File: config.mk
export PLATFORM = sky130hd
export DESIGN_NAME = panel_rail_sequencer_config
export DESIGN_NICKNAME = d
export VERILOG_FILES = /design/src/panel_rail_pkg.sv /design/src/panel_rail_sequencer_config.sv /design/src/serial_reg_slave.sv
export SDC_FILE = /design/constraint.sdc
export NUM_CORES = 1
export LEC_CHECK = 0
export BUFFER_PORTS_ARGS = -buffer_cell sky130_fd_sc_hd__clkbuf_2
export CORE_MARGIN = 2
export CORE_UTILIZATION = 45
export DETAILED_ROUTE_END_ITERATION = 7
export GPL_TIMING_DRIVEN = 0
export PLACE_DENSITY = 0.6
export SLEW_MARGIN = 20
export SYNTH_ARGS = -nofsm -noshare
export SYNTH_HDL_FRONTEND = slang
export SYNTH_HIERARCHICAL = 1
export SYNTH_SLANG_ARGS = --single-unit
File: constraint.sdc
create_clock -name i_core_clk -period 12.8 [get_ports i_core_clk]
set_input_delay 2.56 -clock i_core_clk [delete_from_list [all_inputs] [get_ports i_core_clk]]
set_output_delay 2.56 -clock i_core_clk [all_outputs]
set_load 0.01 [all_outputs]
File: src/panel_rail_pkg.sv
// Shared constants and types for the panel rail sequencer
package panel_rail_pkg;

	// ------------------------------------------------------------
	// Register offsets
	// ------------------------------------------------------------
	localparam logic [7:0] GL_VOLT_ADDR    = 8'h04;
	localparam logic [7:0] GH_VOLT_ADDR    = 8'h05;
	localparam logic [7:0] CORE_VOLT_ADDR  = 8'h07;
	localparam logic [7:0] ANALOG_SEQ_ADDR = 8'h0f;
	localparam logic [7:0] GL_PUMP_ADDR    = 8'h10;
	localparam logic [7:0] GH_BOOST_ADDR   = 8'h11;
	localparam logic [7:0] CORE_SEQ_ADDR   = 8'h20;
	localparam logic [7:0] RAIL_EN_ADDR    = 8'h21;
	localparam logic [7:0] STATUS_ADDR     = 8'h22;

	// ------------------------------------------------------------
	// Reset values and writable-bit masks
	// ------------------------------------------------------------
	localparam logic [7:0] GL_VOLT_RST    = 8'h24;
	localparam logic [7:0] GH_VOLT_RST    = 8'h0c;
	localparam logic [7:0] CORE_VOLT_RST  = 8'h08;
	localparam logic [7:0] ANALOG_SEQ_RST = 8'h02;
	localparam logic [7:0] GL_PUMP_RST    = 8'h2a;
	localparam logic [7:0] GH_BOOST_RST   = 8'h24;
	localparam logic [7:0] CORE_SEQ_RST   = 8'h01;
	localparam logic [7:0] RAIL_EN_RST    = 8'h0f;
	localparam logic [7:0] GL_VOLT_MASK   = 8'h7f;
	localparam logic [7:0] GH_VOLT_MASK   = 8'h3f;
	localparam logic [7:0] CORE_VOLT_MASK = 8'h1f;
	localparam logic [7:0] SEQ_MASK       = 8'h1f;
	localparam logic [7:0] CORE_SEQ_MASK  = 8'h03;
	localparam logic [7:0] RAIL_EN_MASK   = 8'h0f;

	// ------------------------------------------------------------
	// Field positions
	// ------------------------------------------------------------
	localparam int FREQ_LSB   = 5;
	localparam int SS_LSB     = 3;
	localparam int DLY_LSB    = 0;
	localparam int GL_CLK_BIT = 5;
	localparam int ARCH_LSB   = 6;
	localparam int FAULT_BIT  = 4;
	localparam int UNDERVOLTAGE_LOCKOUT_BIT   = 7;

	// Rail indices in enable and status vectors
	localparam int RAIL_AN   = 0;
	localparam int RAIL_GH   = 1;
	localparam int RAIL_GL   = 2;
	localparam int RAIL_CORE = 3;
	localparam int N_RAILS   = 4;

	// ------------------------------------------------------------
	// Timing
	// ------------------------------------------------------------
	localparam int         CLK_MHZ      = 10;
	localparam int         TICK_US      = 1000;
	localparam int         TICK_W       = 14;
	localparam logic [7:0] DLY_STEP_MS  = 8'h05;
	localparam logic [7:0] AN_SS_MS     = 8'h05;
	localparam logic [7:0] GATE_SS_MS   = 8'h02;
	localparam logic [7:0] CORE_STEP_MS = 8'h03;
	localparam logic [5:0] FAULT_MS     = 6'h3c;
	localparam logic [7:0] ELAPSED_MAX  = 8'hff;

	// ------------------------------------------------------------
	// Serial slave
	// ------------------------------------------------------------
	localparam logic [6:0] DEV_ADDR_DFLT = 7'h2c;
	localparam logic [3:0] BYTE_BITS     = 4'h8;

	typedef enum logic [2:0] {
		S_IDLE  = 3'b000,
		S_ADDR  = 3'b001,
		S_AACK  = 3'b010,
		S_REG   = 3'b011,
		S_RACKD = 3'b100,
		S_WDATA = 3'b101,
		S_WACK  = 3'b110,
		S_RDATA = 3'b111
	} serial_state_t;

	typedef struct packed {
		logic       en;
		logic [7:0] addr;
		logic [7:0] data;
	} reg_wr_t;

	typedef struct packed {
		logic core;
		logic gate_low;
		logic gate_high;
		logic analog;
	} rail_vec_t;

endpackage

File: src/panel_rail_sequencer_config.sv
// Rail sequencing, fault shutdown and configuration registers
// Functional notes
// RQ1 - Gate-high switching frequency code sits in bits 7:5 of 0x11, reset code 1.
// RQ2 - Gate-high soft-start is bits 4:3 of 0x11, 2 ms per step plus 2 ms, reset code 0.
// RQ3 - Gate-high start delay is bits 2:0 of 0x11, 5 ms per code from analog ready, reset 4.
// RQ4 - Gate-high below 80 percent for 60 ms shuts all rails until a new lockout cycle.
// RQ5 - Gate-high voltage code is bits 5:0 of 0x05, reset 0x0c; host restarts after change.
// RQ6 - Gate-low voltage code is bits 6:0 of 0x04, reset 0x24.
// RQ7 - Bit 5 of 0x10 picks full (1, reset) or half analog boost clock for the pump.
// RQ8 - Gate-low soft-start is bits 4:3 of 0x10, 2 ms per step plus 2 ms, reset code 1.
// RQ9 - Gate-low delay is bits 2:0 of 0x10, 5 ms steps from analog start, reset code 2.
// RQ10 - Gate-low below 80 percent for 60 ms shuts all rails until a new lockout cycle.
// RQ11 - Host picks the gate-low architecture mode in bits 7:6 of 0x10.
// RQ12 - Core buck voltage code is the low 5 bits of 0x07, reset 0x08.
// RQ13 - Core start delay is a 2-bit code of 3 ms steps from lockout release, reset 1.
// RQ14 - Analog soft-start is bits 4:3 of 0x0f, 5 ms per step plus 5 ms.
// RQ15 - Analog start delay is bits 2:0 of 0x0f, 5 ms steps from lockout release, reset 2.
// RQ16 - All timers count a millisecond tick and restart when lockout reasserts.
// RQ17 - A fault latch kills every enable and ignores enable writes until lockout cycles.
`timescale 1ns/10ps
module panel_rail_sequencer_config
	import panel_rail_pkg::*;
#(
	parameter int         TICK_CYCLES = CLK_MHZ * TICK_US,
	parameter logic [6:0] DEV_ADDR    = DEV_ADDR_DFLT
) (
	input  wire logic  i_core_clk,
	input  wire logic  i_nrst,
	input  wire logic  i_scl,
	input  wire logic  i_sda,
	output logic       o_sda_out,
	output logic       o_sda_oe,
	input  wire logic  i_undervoltage_lockout_ok,
	input  wire logic  i_gate_high_low,
	input  wire logic  i_gate_low_low,
	output rail_vec_t  o_rail_en,
	output rail_vec_t  o_rail_ramp,
	output logic       o_fault,
	output logic [5:0] o_gate_high_volt,
	output logic [2:0] o_gate_high_freq,
	output logic [6:0] o_gate_low_volt,
	output logic       o_gate_low_full_clk,
	output logic [1:0] o_gate_low_arch,
	output logic [4:0] o_core_volt
);

	function automatic logic [7:0] span_ms(input logic [2:0] code, input logic [7:0] step,
		input logic plus_one);
		span_ms = ({5'h00, code} + {7'h00, plus_one}) * step;
	endfunction

	logic [2:0]        meta_q;
	logic [2:0]        sync_q;
	logic              undervoltage_lockout_s;
	logic [1:0]        low_s;
	logic [7:0]        gl_volt_q;
	logic [7:0]        gh_volt_q;
	logic [7:0]        core_volt_q;
	logic [7:0]        an_seq_q;
	logic [7:0]        gl_pump_q;
	logic [7:0]        gh_boost_q;
	logic [7:0]        core_seq_q;
	logic [7:0]        rail_en_q;
	logic [TICK_W-1:0] tick_cnt_q;
	logic              tick;
	logic [7:0]        elapsed_q;
	logic [N_RAILS-1:0] en_q;
	logic [N_RAILS-1:0] rdy_q;
	logic [N_RAILS-1:0] prereq;
	logic [7:0]        start_ms [N_RAILS];
	logic [7:0]        ready_ms [N_RAILS];
	logic [5:0]        fcnt_q [2];
	logic [1:0]        trip;
	logic [1:0]        watch_rdy;
	logic              fault_q;
	logic [7:0]        rd_data;
	logic [7:0]        reg_addr;
	reg_wr_t           wr;

	// ------------------------------------------------------------
	// Register access port
	// ------------------------------------------------------------
	serial_reg_slave #(
		.DEV_ADDR (DEV_ADDR)
	) u_slave (
		.i_core_clk (i_core_clk),
		.i_nrst     (i_nrst),
		.i_scl      (i_scl),
		.i_sda      (i_sda),
		.i_rd_data  (rd_data),
		.o_sda_out  (o_sda_out),
		.o_sda_oe   (o_sda_oe),
		.o_reg_addr (reg_addr),
		.o_wr       (wr)
	);

	// ------------------------------------------------------------
	// Analog status synchronisers
	// ------------------------------------------------------------
	always_ff @(posedge i_core_clk) begin
		if (!i_nrst) begin
			meta_q <= 3'h0;
			sync_q <= 3'h0;
		end else begin
			meta_q <= {i_gate_low_low, i_gate_high_low, i_undervoltage_lockout_ok};
			sync_q <= meta_q;
		end
	end

	assign undervoltage_lockout_s = sync_q[0];
	assign low_s  = sync_q[2:1];

	// ------------------------------------------------------------
	// Configuration registers
	// ------------------------------------------------------------
	always_ff @(posedge i_core_clk) begin
		if (!i_nrst) begin
			gl_volt_q   <= GL_VOLT_RST;
			gh_volt_q   <= GH_VOLT_RST;
			core_volt_q <= CORE_VOLT_RST;
			an_seq_q    <= ANALOG_SEQ_RST;
			gl_pump_q   <= GL_PUMP_RST;
			gh_boost_q  <= GH_BOOST_RST;
			core_seq_q  <= CORE_SEQ_RST;
			rail_en_q   <= RAIL_EN_RST;
		end else if (wr.en) begin
			case (wr.addr)
				GL_VOLT_ADDR:    gl_volt_q   <= wr.data & GL_VOLT_MASK;   // RQ6
				GH_VOLT_ADDR:    gh_volt_q   <= wr.data & GH_VOLT_MASK;   // RQ5
				CORE_VOLT_ADDR:  core_volt_q <= wr.data & CORE_VOLT_MASK; // RQ12
				ANALOG_SEQ_ADDR: an_seq_q    <= wr.data & SEQ_MASK;       // RQ14
				GL_PUMP_ADDR:    gl_pump_q   <= wr.data;                  // RQ11
				GH_BOOST_ADDR:   gh_boost_q  <= wr.data;                  // RQ1
				CORE_SEQ_ADDR:   core_seq_q  <= wr.data & CORE_SEQ_MASK;  // RQ13
				RAIL_EN_ADDR: if (!fault_q) begin
					rail_en_q <= wr.data & RAIL_EN_MASK;                   // RQ17
				end
				default: ;
			endcase
		end
	end

	always_comb begin
		case (reg_addr)
			GL_VOLT_ADDR:    rd_data = gl_volt_q;
			GH_VOLT_ADDR:    rd_data = gh_volt_q;
			CORE_VOLT_ADDR:  rd_data = core_volt_q;
			ANALOG_SEQ_ADDR: rd_data = an_seq_q;
			GL_PUMP_ADDR:    rd_data = gl_pump_q;
			GH_BOOST_ADDR:   rd_data = gh_boost_q;
			CORE_SEQ_ADDR:   rd_data = core_seq_q;
			RAIL_EN_ADDR:    rd_data = rail_en_q;
			STATUS_ADDR:     rd_data = {undervoltage_lockout_s, trip, fault_q, en_q};
			default:         rd_data = 8'h00;
		endcase
	end

	assign o_gate_high_volt    = gh_volt_q[5:0];                      // RQ5
	assign o_gate_high_freq    = gh_boost_q[FREQ_LSB +: 3];           // RQ1
	assign o_gate_low_volt     = gl_volt_q[6:0];                      // RQ6
	assign o_gate_low_full_clk = gl_pump_q[GL_CLK_BIT];               // RQ7
	assign o_gate_low_arch     = gl_pump_q[ARCH_LSB +: 2];            // RQ11
	assign o_core_volt         = core_volt_q[4:0];                    // RQ12

	// ------------------------------------------------------------
	// Millisecond time base since lockout release
	// ------------------------------------------------------------
	assign tick = (tick_cnt_q == TICK_W'(TICK_CYCLES - 1));

	always_ff @(posedge i_core_clk) begin
		if (!i_nrst || !undervoltage_lockout_s) begin
			tick_cnt_q <= '0;                                          // RQ16
		end else begin
			tick_cnt_q <= tick ? '0 : tick_cnt_q + 1'b1;               // RQ16
		end
	end

	always_ff @(posedge i_core_clk) begin
		if (!i_nrst || !undervoltage_lockout_s) begin
			elapsed_q <= 8'h00;                                        // RQ16
		end else if (tick && elapsed_q != ELAPSED_MAX) begin
			elapsed_q <= elapsed_q + 8'h01;
		end
	end

	// ------------------------------------------------------------
	// Sequence schedule
	// ------------------------------------------------------------
	always_comb begin
		start_ms[RAIL_AN]   = span_ms(an_seq_q[DLY_LSB +: 3], DLY_STEP_MS, 1'b0);    // RQ15
		ready_ms[RAIL_AN]   = start_ms[RAIL_AN]
			+ span_ms({1'b0, an_seq_q[SS_LSB +: 2]}, AN_SS_MS, 1'b1);               // RQ14
		start_ms[RAIL_GH]   = ready_ms[RAIL_AN]
			+ span_ms(gh_boost_q[DLY_LSB +: 3], DLY_STEP_MS, 1'b0);                 // RQ3
		ready_ms[RAIL_GH]   = start_ms[RAIL_GH]
			+ span_ms({1'b0, gh_boost_q[SS_LSB +: 2]}, GATE_SS_MS, 1'b1);           // RQ2
		start_ms[RAIL_GL]   = start_ms[RAIL_AN]
			+ span_ms(gl_pump_q[DLY_LSB +: 3], DLY_STEP_MS, 1'b0);                  // RQ9
		ready_ms[RAIL_GL]   = start_ms[RAIL_GL]
			+ span_ms({1'b0, gl_pump_q[SS_LSB +: 2]}, GATE_SS_MS, 1'b1);            // RQ8
		start_ms[RAIL_CORE] = span_ms({1'b0, core_seq_q[1:0]}, CORE_STEP_MS, 1'b0); // RQ13
		ready_ms[RAIL_CORE] = start_ms[RAIL_CORE];
		prereq              = {1'b1, en_q[RAIL_AN], rdy_q[RAIL_AN], 1'b1};
	end

	generate
		for (genvar r = 0; r < N_RAILS; r++) begin : g_rail
			always_ff @(posedge i_core_clk) begin
				if (!i_nrst || !undervoltage_lockout_s || fault_q || !rail_en_q[r]) begin
					en_q[r]  <= 1'b0;                                      // RQ17
					rdy_q[r] <= 1'b0;
				end else begin
					if (prereq[r] && elapsed_q >= start_ms[r]) begin
						en_q[r] <= 1'b1;
					end
					if (en_q[r] && elapsed_q >= ready_ms[r]) begin
						rdy_q[r] <= 1'b1;
					end
				end
			end
		end
	endgenerate

	assign o_rail_en   = rail_vec_t'(en_q);
	assign o_rail_ramp = rail_vec_t'(en_q & ~rdy_q);

	// ------------------------------------------------------------
	// Low-output fault timers and shutdown latch
	// ------------------------------------------------------------
	assign watch_rdy = {rdy_q[RAIL_GL], rdy_q[RAIL_GH]};

	generate
		for (genvar f = 0; f < 2; f++) begin : g_fault
			assign trip[f] = tick && (fcnt_q[f] == FAULT_MS - 6'h01);
			always_ff @(posedge i_core_clk) begin
				if (!i_nrst || !undervoltage_lockout_s || !watch_rdy[f] || !low_s[f]) begin
					fcnt_q[f] <= 6'h00;
				end else if (tick && !trip[f]) begin
					fcnt_q[f] <= fcnt_q[f] + 6'h01;                        // RQ4 RQ10
				end
			end
		end
	endgenerate

	always_ff @(posedge i_core_clk) begin
		if (!i_nrst) begin
			fault_q <= 1'b0;
		end else if (|trip) begin
			fault_q <= 1'b1;                                           // RQ4 RQ10
		end else if (!undervoltage_lockout_s) begin
			fault_q <= 1'b0;                                           // RQ17
		end
	end

	assign o_fault = fault_q;
endmodule

File: src/serial_reg_slave.sv
// Two-wire serial register slave with auto-incrementing address
`timescale 1ns/10ps
module serial_reg_slave
	import panel_rail_pkg::*;
#(
	parameter logic [6:0] DEV_ADDR = DEV_ADDR_DFLT
) (
	input  wire logic       i_core_clk,
	input  wire logic       i_nrst,
	input  wire logic       i_scl,
	input  wire logic       i_sda,
	input  wire logic [7:0] i_rd_data,
	output logic            o_sda_out,
	output logic            o_sda_oe,
	output logic [7:0]      o_reg_addr,
	output reg_wr_t         o_wr
);

	logic [1:0]    meta_q;
	logic [1:0]    sync_q;
	logic [1:0]    prev_q;
	serial_state_t st_q;
	logic [3:0]    cnt_q;
	logic [7:0]    sh_q;
	logic [7:0]    addr_q;
	logic [7:0]    wdata_q;
	logic          wr_en_q;
	logic          rw_q;
	logic          nack_q;
	logic          scl;
	logic          sda;
	logic          start;
	logic          stop;
	logic          rise;
	logic          fall;
	logic          ack_st;

	// ------------------------------------------------------------
	// Pin synchronisers and bus events
	// ------------------------------------------------------------
	always_ff @(posedge i_core_clk) begin
		if (!i_nrst) begin
			meta_q <= 2'h3;
			sync_q <= 2'h3;
			prev_q <= 2'h3;
		end else begin
			meta_q <= {i_scl, i_sda};
			sync_q <= meta_q;
			prev_q <= sync_q;
		end
	end

	assign scl   = sync_q[1];
	assign sda   = sync_q[0];
	assign start = scl && prev_q[1] && prev_q[0] && !sda;
	assign stop  = scl && prev_q[1] && !prev_q[0] && sda;
	assign rise  = scl && !prev_q[1];
	assign fall  = !scl && prev_q[1];

	// ------------------------------------------------------------
	// Byte engine
	// ------------------------------------------------------------
	always_ff @(posedge i_core_clk) begin
		if (!i_nrst) begin
			st_q    <= S_IDLE;
			cnt_q   <= 4'h0;
			sh_q    <= 8'h00;
			addr_q  <= 8'h00;
			wdata_q <= 8'h00;
			wr_en_q <= 1'b0;
			rw_q    <= 1'b0;
			nack_q  <= 1'b0;
		end else begin
			wr_en_q <= 1'b0;
			if (start) begin
				st_q  <= S_ADDR;
				cnt_q <= 4'h0;
			end else if (stop) begin
				st_q <= S_IDLE;
			end else if (rise) begin
				case (st_q)
					S_ADDR, S_REG, S_WDATA: begin
						sh_q  <= {sh_q[6:0], sda};
						cnt_q <= cnt_q + 4'h1;
					end
					S_RDATA: cnt_q <= cnt_q + 4'h1;
					S_RACKD: nack_q <= sda;
					default: ;
				endcase
			end else if (fall) begin
				case (st_q)
					S_ADDR: if (cnt_q == BYTE_BITS) begin
						cnt_q <= 4'h0;
						rw_q  <= sh_q[0];
						st_q  <= (sh_q[7:1] == DEV_ADDR) ? S_AACK : S_IDLE;
					end
					S_AACK: if (rw_q) begin
						st_q <= S_RDATA;
						sh_q <= i_rd_data;
					end else begin
						st_q <= S_REG;
					end
					S_REG: if (cnt_q == BYTE_BITS) begin
						cnt_q  <= 4'h0;
						addr_q <= sh_q;
						st_q   <= S_WACK;
						rw_q   <= 1'b0;
					end
					S_WDATA: if (cnt_q == BYTE_BITS) begin
						cnt_q   <= 4'h0;
						wdata_q <= sh_q;
						wr_en_q <= 1'b1;
						st_q    <= S_WACK;
						rw_q    <= 1'b1;
					end
					S_WACK: begin
						st_q <= S_WDATA;
						if (rw_q) begin
							addr_q <= addr_q + 8'h01;
						end
					end
					S_RDATA: if (cnt_q == BYTE_BITS) begin
						cnt_q  <= 4'h0;
						addr_q <= addr_q + 8'h01;
						st_q   <= S_RACKD;
					end else begin
						sh_q <= {sh_q[6:0], 1'b0};
					end
					S_RACKD: if (nack_q) begin
						st_q <= S_IDLE;
					end else begin
						st_q <= S_RDATA;
						sh_q <= i_rd_data;
					end
					default: st_q <= S_IDLE;
				endcase
			end
		end
	end

	// Open drain: only ever pulls low
	assign ack_st     = (st_q == S_AACK) || (st_q == S_WACK);
	assign o_sda_out  = 1'b0;
	assign o_sda_oe   = ack_st || ((st_q == S_RDATA) && !sh_q[7]);
	assign o_reg_addr = addr_q;
	assign o_wr       = '{en: wr_en_q, addr: addr_q, data: wdata_q};

endmodule

==> results of run 1 <==
==> placed cells by master, fill, tap and decap left out, types with 7 or more instances in the layout <==
| cell | count |
|---|---|
| fa_1 | 8 |
| dfxtp_1 | 122 |
| clkbuf_2 | 40 |
| ha_1 | 96 |
| buf_4 | 18 |
| and2_1 | 9 |
| clkbuf_16 | 17 |
| o21ai_0 | 21 |
| inv_1 | 50 |
| nand2b_1 | 15 |
| nand3_1 | 35 |
| nand2_1 | 80 |
| a21boi_0 | 9 |
| xor2_1 | 21 |
| a21o_1 | 22 |
| mux2i_1 | 67 |
| edfxtp_1 | 12 |
| nor3_1 | 9 |
| o211a_1 | 9 |
| nor2b_1 | 46 |
| nor2_1 | 73 |
| clkbuf_1 | 24 |
| xnor2_1 | 31 |
| nor3b_1 | 7 |
| a21oi_1 | 36 |
| a31oi_1 | 11 |
| nand4_1 | 7 |
==> metal layers <==
metal	routed length, microns	vias to the layer above
li1	-	3469
met1	11200	3240
met2	9100	146
met3	869	8
met4	128	0
met5	0	-
==> logic make-up after synthesis <==
family / Yosys count / share of synthesized area (%)
simple gates: 329 / 19.6
xor+xnor: 53 / 5.49
mux: 69 / 7.96
flops: 134 / 32.2
fa+ha+maj: 106 / 15.9
buf+inv: 100 / 5.49
compound gates: 165 / 13.4
other cells: 1 / 0.0431
==> power breakdown <==
group	internal (mW)	switching (mW)	total (mW)
clock	0.331	0.192	0.522
sequential	0.425	0.00154	0.426
combinational	0.00706	0.0121	0.0192
==> worst min path at each step <==
stage                                 start                           end  cells after the start
2_1_floorplan  u_slave/meta_q[0]$_SDFF_PN1_  u_slave/sync_q[0]$_SDFF_PN1_                      1
3_3_place_gp   u_slave/meta_q[0]$_SDFF_PN1_  u_slave/sync_q[0]$_SDFF_PN1_                      1
3_5_place_dp   u_slave/meta_q[0]$_SDFF_PN1_  u_slave/sync_q[0]$_SDFF_PN1_                      1
4_1_cts        u_slave/meta_q[0]$_SDFF_PN1_  u_slave/sync_q[0]$_SDFF_PN1_                      1
5_1_grt        u_slave/meta_q[1]$_SDFF_PN1_  u_slave/sync_q[1]$_SDFF_PN1_                      1
6_report       u_slave/meta_q[0]$_SDFF_PN1_  u_slave/sync_q[0]$_SDFF_PN1_                      1
==> through the flow <==
stage / area (sq um) / hold slack [ns] / cells / total power [mW] / util, %
finish: 9860 / 0.406 / 1289 / 0.968 / 52.4
global route: 9860 / 0.433 / 1289 / 0.997 / 52.4
CTS: 9860 / 0.410 / 1289 / 0.975 / 52.4
detailed placement: 9240 / 0.396 / 1257 / 0.454 / 49.1
global placement: 9230 / 0.390 / 1257 / 0.454 / 49.0
floorplan: 8710 / 0.386 / 957 / 0.447 / -
==> flip-flops by register name, summed over array words and instances, names as in the netlist, 4 cells and up <==
signal,cells
fcnt_q,12
gh_volt_q,6
o_rail_en,4
tick_cnt_q,14
gl_pump_q,8
gl_volt_q,7
u_slave/cnt_q,4
elapsed_q,8
u_slave/o_reg_addr,8
an_seq_q,5
u_slave/sh_q,8
rail_en_q,4
core_volt_q,5
gh_boost_q,8
u_slave/wdata_q,8
==> cell type report <==
cell class                      count  area [sq um]  area share, %
Tap cell                          260           325           3.30
Multi-Input combinational cell    723          5430           55.1
Buffer                             50           290           2.94
Clock inverter                     13           178           1.80
Clock buffer                       19           443           4.49
Sequential cell                   134          2800           28.4
Timing Repair Buffer               40           200           2.03
Inverter                           50           188           1.90
==> worst max-delay path, stage by stage, from the launching register on <==
cell and delay [ns]:
dfxtp_1 0.39, inv_1 0.06, ha_1 0.29, inv_1 0.07, ha_1 0.27, ha_1 0.22, fa_1 0.48, ha_1 0.36
fa_1 0.47, a21o_1 0.20, a21oi_1 0.21, xnor2_1 0.26, nand3b_1 0.19, mux2_2 0.30, o22a_1 0.21, ha_1 0.21
nor3_1 0.24, nand2_1 0.07, a31oi_1 0.16, nor2_1 0.07
==> impl_metrics.toml, run 1 <==
[outcome]
status = "finished, final reports clean"

[critical_path]
worstReg2RegEnd = "rdy_q[1]$_SDFFE_PP0P_"
critPathKind = "register to register"
r2r_start = "an_seq_q[4]$_SDFFE_PN0P_"
cp-endpoint = "rdy_q[1]$_SDFFE_PP0P_"
ff2ff_setup_slack_ns = 7.97
worst_setup_path_end_kind = "register"
cp.arrival_ns = 5.14
required_ns = 13.11
start_kind = "register"
crit_path_start = "an_seq_q[4]$_SDFFE_PN0P_"
reg2reg_depth = 19
crit_fanout = 4

[clock_tree]
clockBufferDepth = 2
cts.sinks = 134
cts.reportedPaths.clkPinSlew_ns = 0.06
postCtsSetupRepairBufs = 0
cts_root_buf = "clkbuf_16"
cts_tree = "done"
cts_resized = 0
insertion_delay_ns = 0.42
hold_buffers = 0
cts_inserted_buffers = 17
htree_levels = 4

[power]
peakVddDrop_mv = 0.0796
power_density_nw_per_um2 = 98.2
leakage_nw = 4.45

[timing]
worst_slew_pin_slew_ns = 0.744
period_share_pct = 37.7
final.min_clock_period_ns = 4.83
setup_tns_ns = 0
finalSetupViolCount = 0
fmax_ghz = 0.207
final-max-slew-violation-count = 0
post-route-worst-setup-slack_ns = 7.97
fin_skew_ns = 0.00692
hold_viol = 0
max_slew_margin_pct = 50.0
rsz0062_at_grt = "no"

[synth]
synth.ff_latch_count = 134
synth_edf_count = 12
ys_types = 81
yosysSeqAreaShare_pct = 32.2
synth_top_area_cell = "dfxtp_1"
yosys.area.top_type_share_pct = 28.1
syn_area_sq_um = 8710
syn_area_per_cell_sq_um = 9.10
ys_top_cells_by_count = "dfxtp_1, ha_1, nand2_1"
ys_top_cells_by_area = "dfxtp_1, ha_1, mux2i_1"
syn_nets = 1068
async_flop_share_pct = 0
syn-instance-count = 957
synth_flop_cell = "dfxtp_1"
ys_warn_count = 6
yosysMostFrequentCell = "dfxtp_1"

[die]
pin_count = 42
core-area_sq_um = 18800
die_area_sq_um = 20500
start_util_pct = 46.2
num_rows = 50
die_x_microns = 143
die_y_microns = 143

[detailed_routing]
vias = 6863
drc_errors = 0
wl_microns = 21300
ant_nets = 0
drt_iter0_markers = 447
wl_per_cell_microns = 16.5
firstDrtPassIters = 7
vias_per_cell = 5.32

[global_route]
use_met3_pct = 3.86
grt_pass1_wl_microns = 34700
grt_max_degree = 17
use_met2_pct = 32.9
antenna_found_initial = 0
busiest_layer = "met2"
overflow = 0
grt_util_met1_pct = 32.1
grt_pass1_vias = 6535
grt_use_total_pct = 21.7

[worst_hold_path]
hold_path.class = "register to register"

[final_layout]
n_fill_cell = 1782
layout.nets = 1127
drive_above_1_share_pct = 11.7
diodes = 0
area_growth_pct = 13.2

[place]
pre_cts_ws_ns = 7.94
portBuffers = 40
hpwl_microns = 15900
gp_congestion = 0.855

[run]
maxCapViolations = 0
No activity file was read; power rests on OpenSTA's default activity.
==> inputs of run 2 (changes only) <==
==> constraint.sdc (replaced) <==
create_clock -name i_core_clk -period 4.75 [get_ports i_core_clk]
set_input_delay 0.95 -clock i_core_clk [delete_from_list [all_inputs] [get_ports i_core_clk]]
set_output_delay 0.95 -clock i_core_clk [all_outputs]
set_load 0.01 [all_outputs]
==> run 2 against run 1 <==
Effect of this change:
- count of clock-buffer cells in the layout is the same
- worst hold slack about the same
- sequential power grew to 2.7 times the previous value
- maximum frequency is 5.8% higher
- sequential cell count did not move
- critical path type unchanged
- highest routed layer unchanged
==> impl_metrics.toml, run 2 (same netlist as run 1, synthesis figures left out) <==
[outcome]
status = "finished, final reports clean"

[global_route]
grt_use_total_pct = 21.7
grt_pass1_vias = 6533
grt_max_degree = 17
antenna_found_initial = 0
grt_pass1_wl_microns = 34700
overflow = 0

[place]
place_area_sq_um = 9240
portBuffers = 40
hpwl_microns = 15900
gp_congestion = 0.855

[final_layout]
largest_reg_flops = 14
final_core_util_pct = 52.8
reg.largest.list = "tick_cnt_q: 14 flops, fcnt_q: 12 flops"
layout_common_cells = "dfxtp_1, ha_1, nand2_1"
post-route-cell-area_sq_um = 9950
final_common_cell = "dfxtp_1"
top_register = "tick_cnt_q"
area_growth_pct = 14.2
drive_above_1_share_pct = 13.2
n_fill_cell = 1780
layout.nets = 1129

[power]
p_int_mw = 2.05
peakVddDrop_mv = 0.214
leakage_nw = 4.48
power_density_nw_per_um2 = 262
clkPwrFrac_pct = 54.0
power_switching_mw = 0.553
p_sw_share_pct = 21.2
seq_power_share_pct = 44.0
pwr-share-comb_pct = 2.0

[detailed_routing]
vias = 6890
ant_nets = 0
vias_per_cell = 5.33
drt_iter0_markers = 468
wl_microns = 21300
drc_errors = 0
wl_per_cell_microns = 16.5
firstDrtPassIters = 5

[critical_path]
cpMaxStageDelayCell = "fa_2"
reg2reg_depth = 19
slowest_delay_ns = 0.58
worst_setup_path_end_kind = "register"
crit_fanout = 4
cp.arrival_ns = 4.87
critPathKind = "register to register"
start_kind = "register"
required_ns = 5.06
worstPathCellList = "inv_1 -> ha_1 -> inv_1 -> ha_1 -> ha_1 -> fa_2 -> ha_4 -> fa_2 -> xor2_2 -> ha_1 -> a21oi_1 -> nand3b_1 -> mux2_2 -> o22a_1 -> ha_1 -> nor3_2 -> nand2_1 -> a31oi_1 -> nor2_1"
cpMostUsedCell = "ha_1"

[timing]
fmax_ghz = 0.219
max_slew_margin_pct = 48.8
finalSetupViolCount = 0
hold_viol = 0
fin_skew_ns = 0.00792
final.min_clock_period_ns = 4.56
final-max-slew-violation-count = 0
worst_slew_pin_slew_ns = 0.762
whs_ns = 0.406
rsz0062_at_grt = "no"
period_share_pct = 96.1

[clock_tree]
clockBufferDepth = 2
cts_inserted_buffers = 17
hold_buffers = 0
insertion_delay_ns = 0.42
cts.sinks = 134
cts_root_buf = "clkbuf_16"
cts_tree = "done"
htree_levels = 4
cts.reportedPaths.clkPinSlew_ns = 0.06

[die]
start_util_pct = 46.2
die_area_sq_um = 20500
num_rows = 50
die_y_microns = 143
die_x_microns = 143
core-area_sq_um = 18800
pin_count = 42

[run]
maxCapViolations = 0

[worst_hold_path]
hold_path_depth = 1
hold_path.class = "register to register"
run 2: changes by cell type in the layout (fill, tap and decap cells not counted), sizes merged:
cell / delta
buf: +2
diode: +1
run 2: path summary, 6_finish.rpt:
| kind | start | slack [ns] | endpoint |
|---|---|---|---|
| worst max-delay path | an_seq_q[4]$_SDFFE_PN0P_ | 0.19 | rdy_q[1]$_SDFFE_PP0P_ |
| worst max register to register | an_seq_q[4]$_SDFFE_PN0P_ | 0.19 | rdy_q[1]$_SDFFE_PP0P_ |
| worst min-delay path | u_slave/meta_q[0]$_SDFF_PN1_ | 0.41 | u_slave/sync_q[0]$_SDFF_PN1_ |
| worst min register to register | u_slave/meta_q[0]$_SDFF_PN1_ | 0.41 | u_slave/sync_q[0]$_SDFF_PN1_ |
run 2: per-stage QoR:
step / cells / worst slack [ns] / setup TNS (ns) / total power, mW
6_report: 1292 / 0.186 / 0 / 2.61
4_1_cts: 1289 / 0.0110 / 0 / 2.63
5_1_grt: 1291 / 0.000636 / 0 / 2.69
3_3_place_gp: 1257 / -0.0467 / -0.0467 / 1.22
3_5_place_dp: 1257 / -0.0720 / -0.0720 / 1.22
2_1_floorplan: 957 / 0.376 / 0 / 1.21
run 2: final cells by class:
type	instances	area, sq um	area share, %
Antenna cell	1	2.50	0.0252
Buffer	50	290	2.92
Clock buffer	19	443	4.45
Clock inverter	13	178	1.79
Inverter	50	188	1.89
Multi-Input combinational cell	723	5500	55.3
Sequential cell	134	2810	28.2
Tap cell	260	325	3.27
Timing Repair Buffer	42	215	2.16
run 2: what timing repair did:
item                       4_1_cts  5_1_grt
setup endpoints to repair        1        1
pin swaps                        0        2
setup buffers                    0        2
gates resized for setup          3       11
run 2: critical path: cells and delay by family, from the launching register on:
kind | cells | cell delay, ns
adder cells (fa/ha/maj) | 8 | 2.52
AND/OR/NAND/NOR | 4 | 0.55
AO/OA/AOI/OAI | 3 | 0.45
flip-flops | 1 | 0.36
multiplexers | 1 | 0.29
XOR/XNOR | 1 | 0.18
buffers and inverters | 2 | 0.12
run 2: routing by layer:
metal / wire (microns) / GRT usage (%)
met2: 9120 / 32.9
met5: 0 / 0
met4: 133 / 4.64
met3: 806 / 3.86
met1: 11300 / 32.1
run 2: power groups by stage:
stage	Sequential [mW]	Combinational, mW	Clock, mW
4_1_cts	1.15	0.0515	1.43
3_5_place_dp	1.17	0.0513	0
2_1_floorplan	1.17	0.0342	0
3_3_place_gp	1.17	0.0512	0
6_report	1.15	0.0517	1.41
5_1_grt	1.15	0.0566	1.48
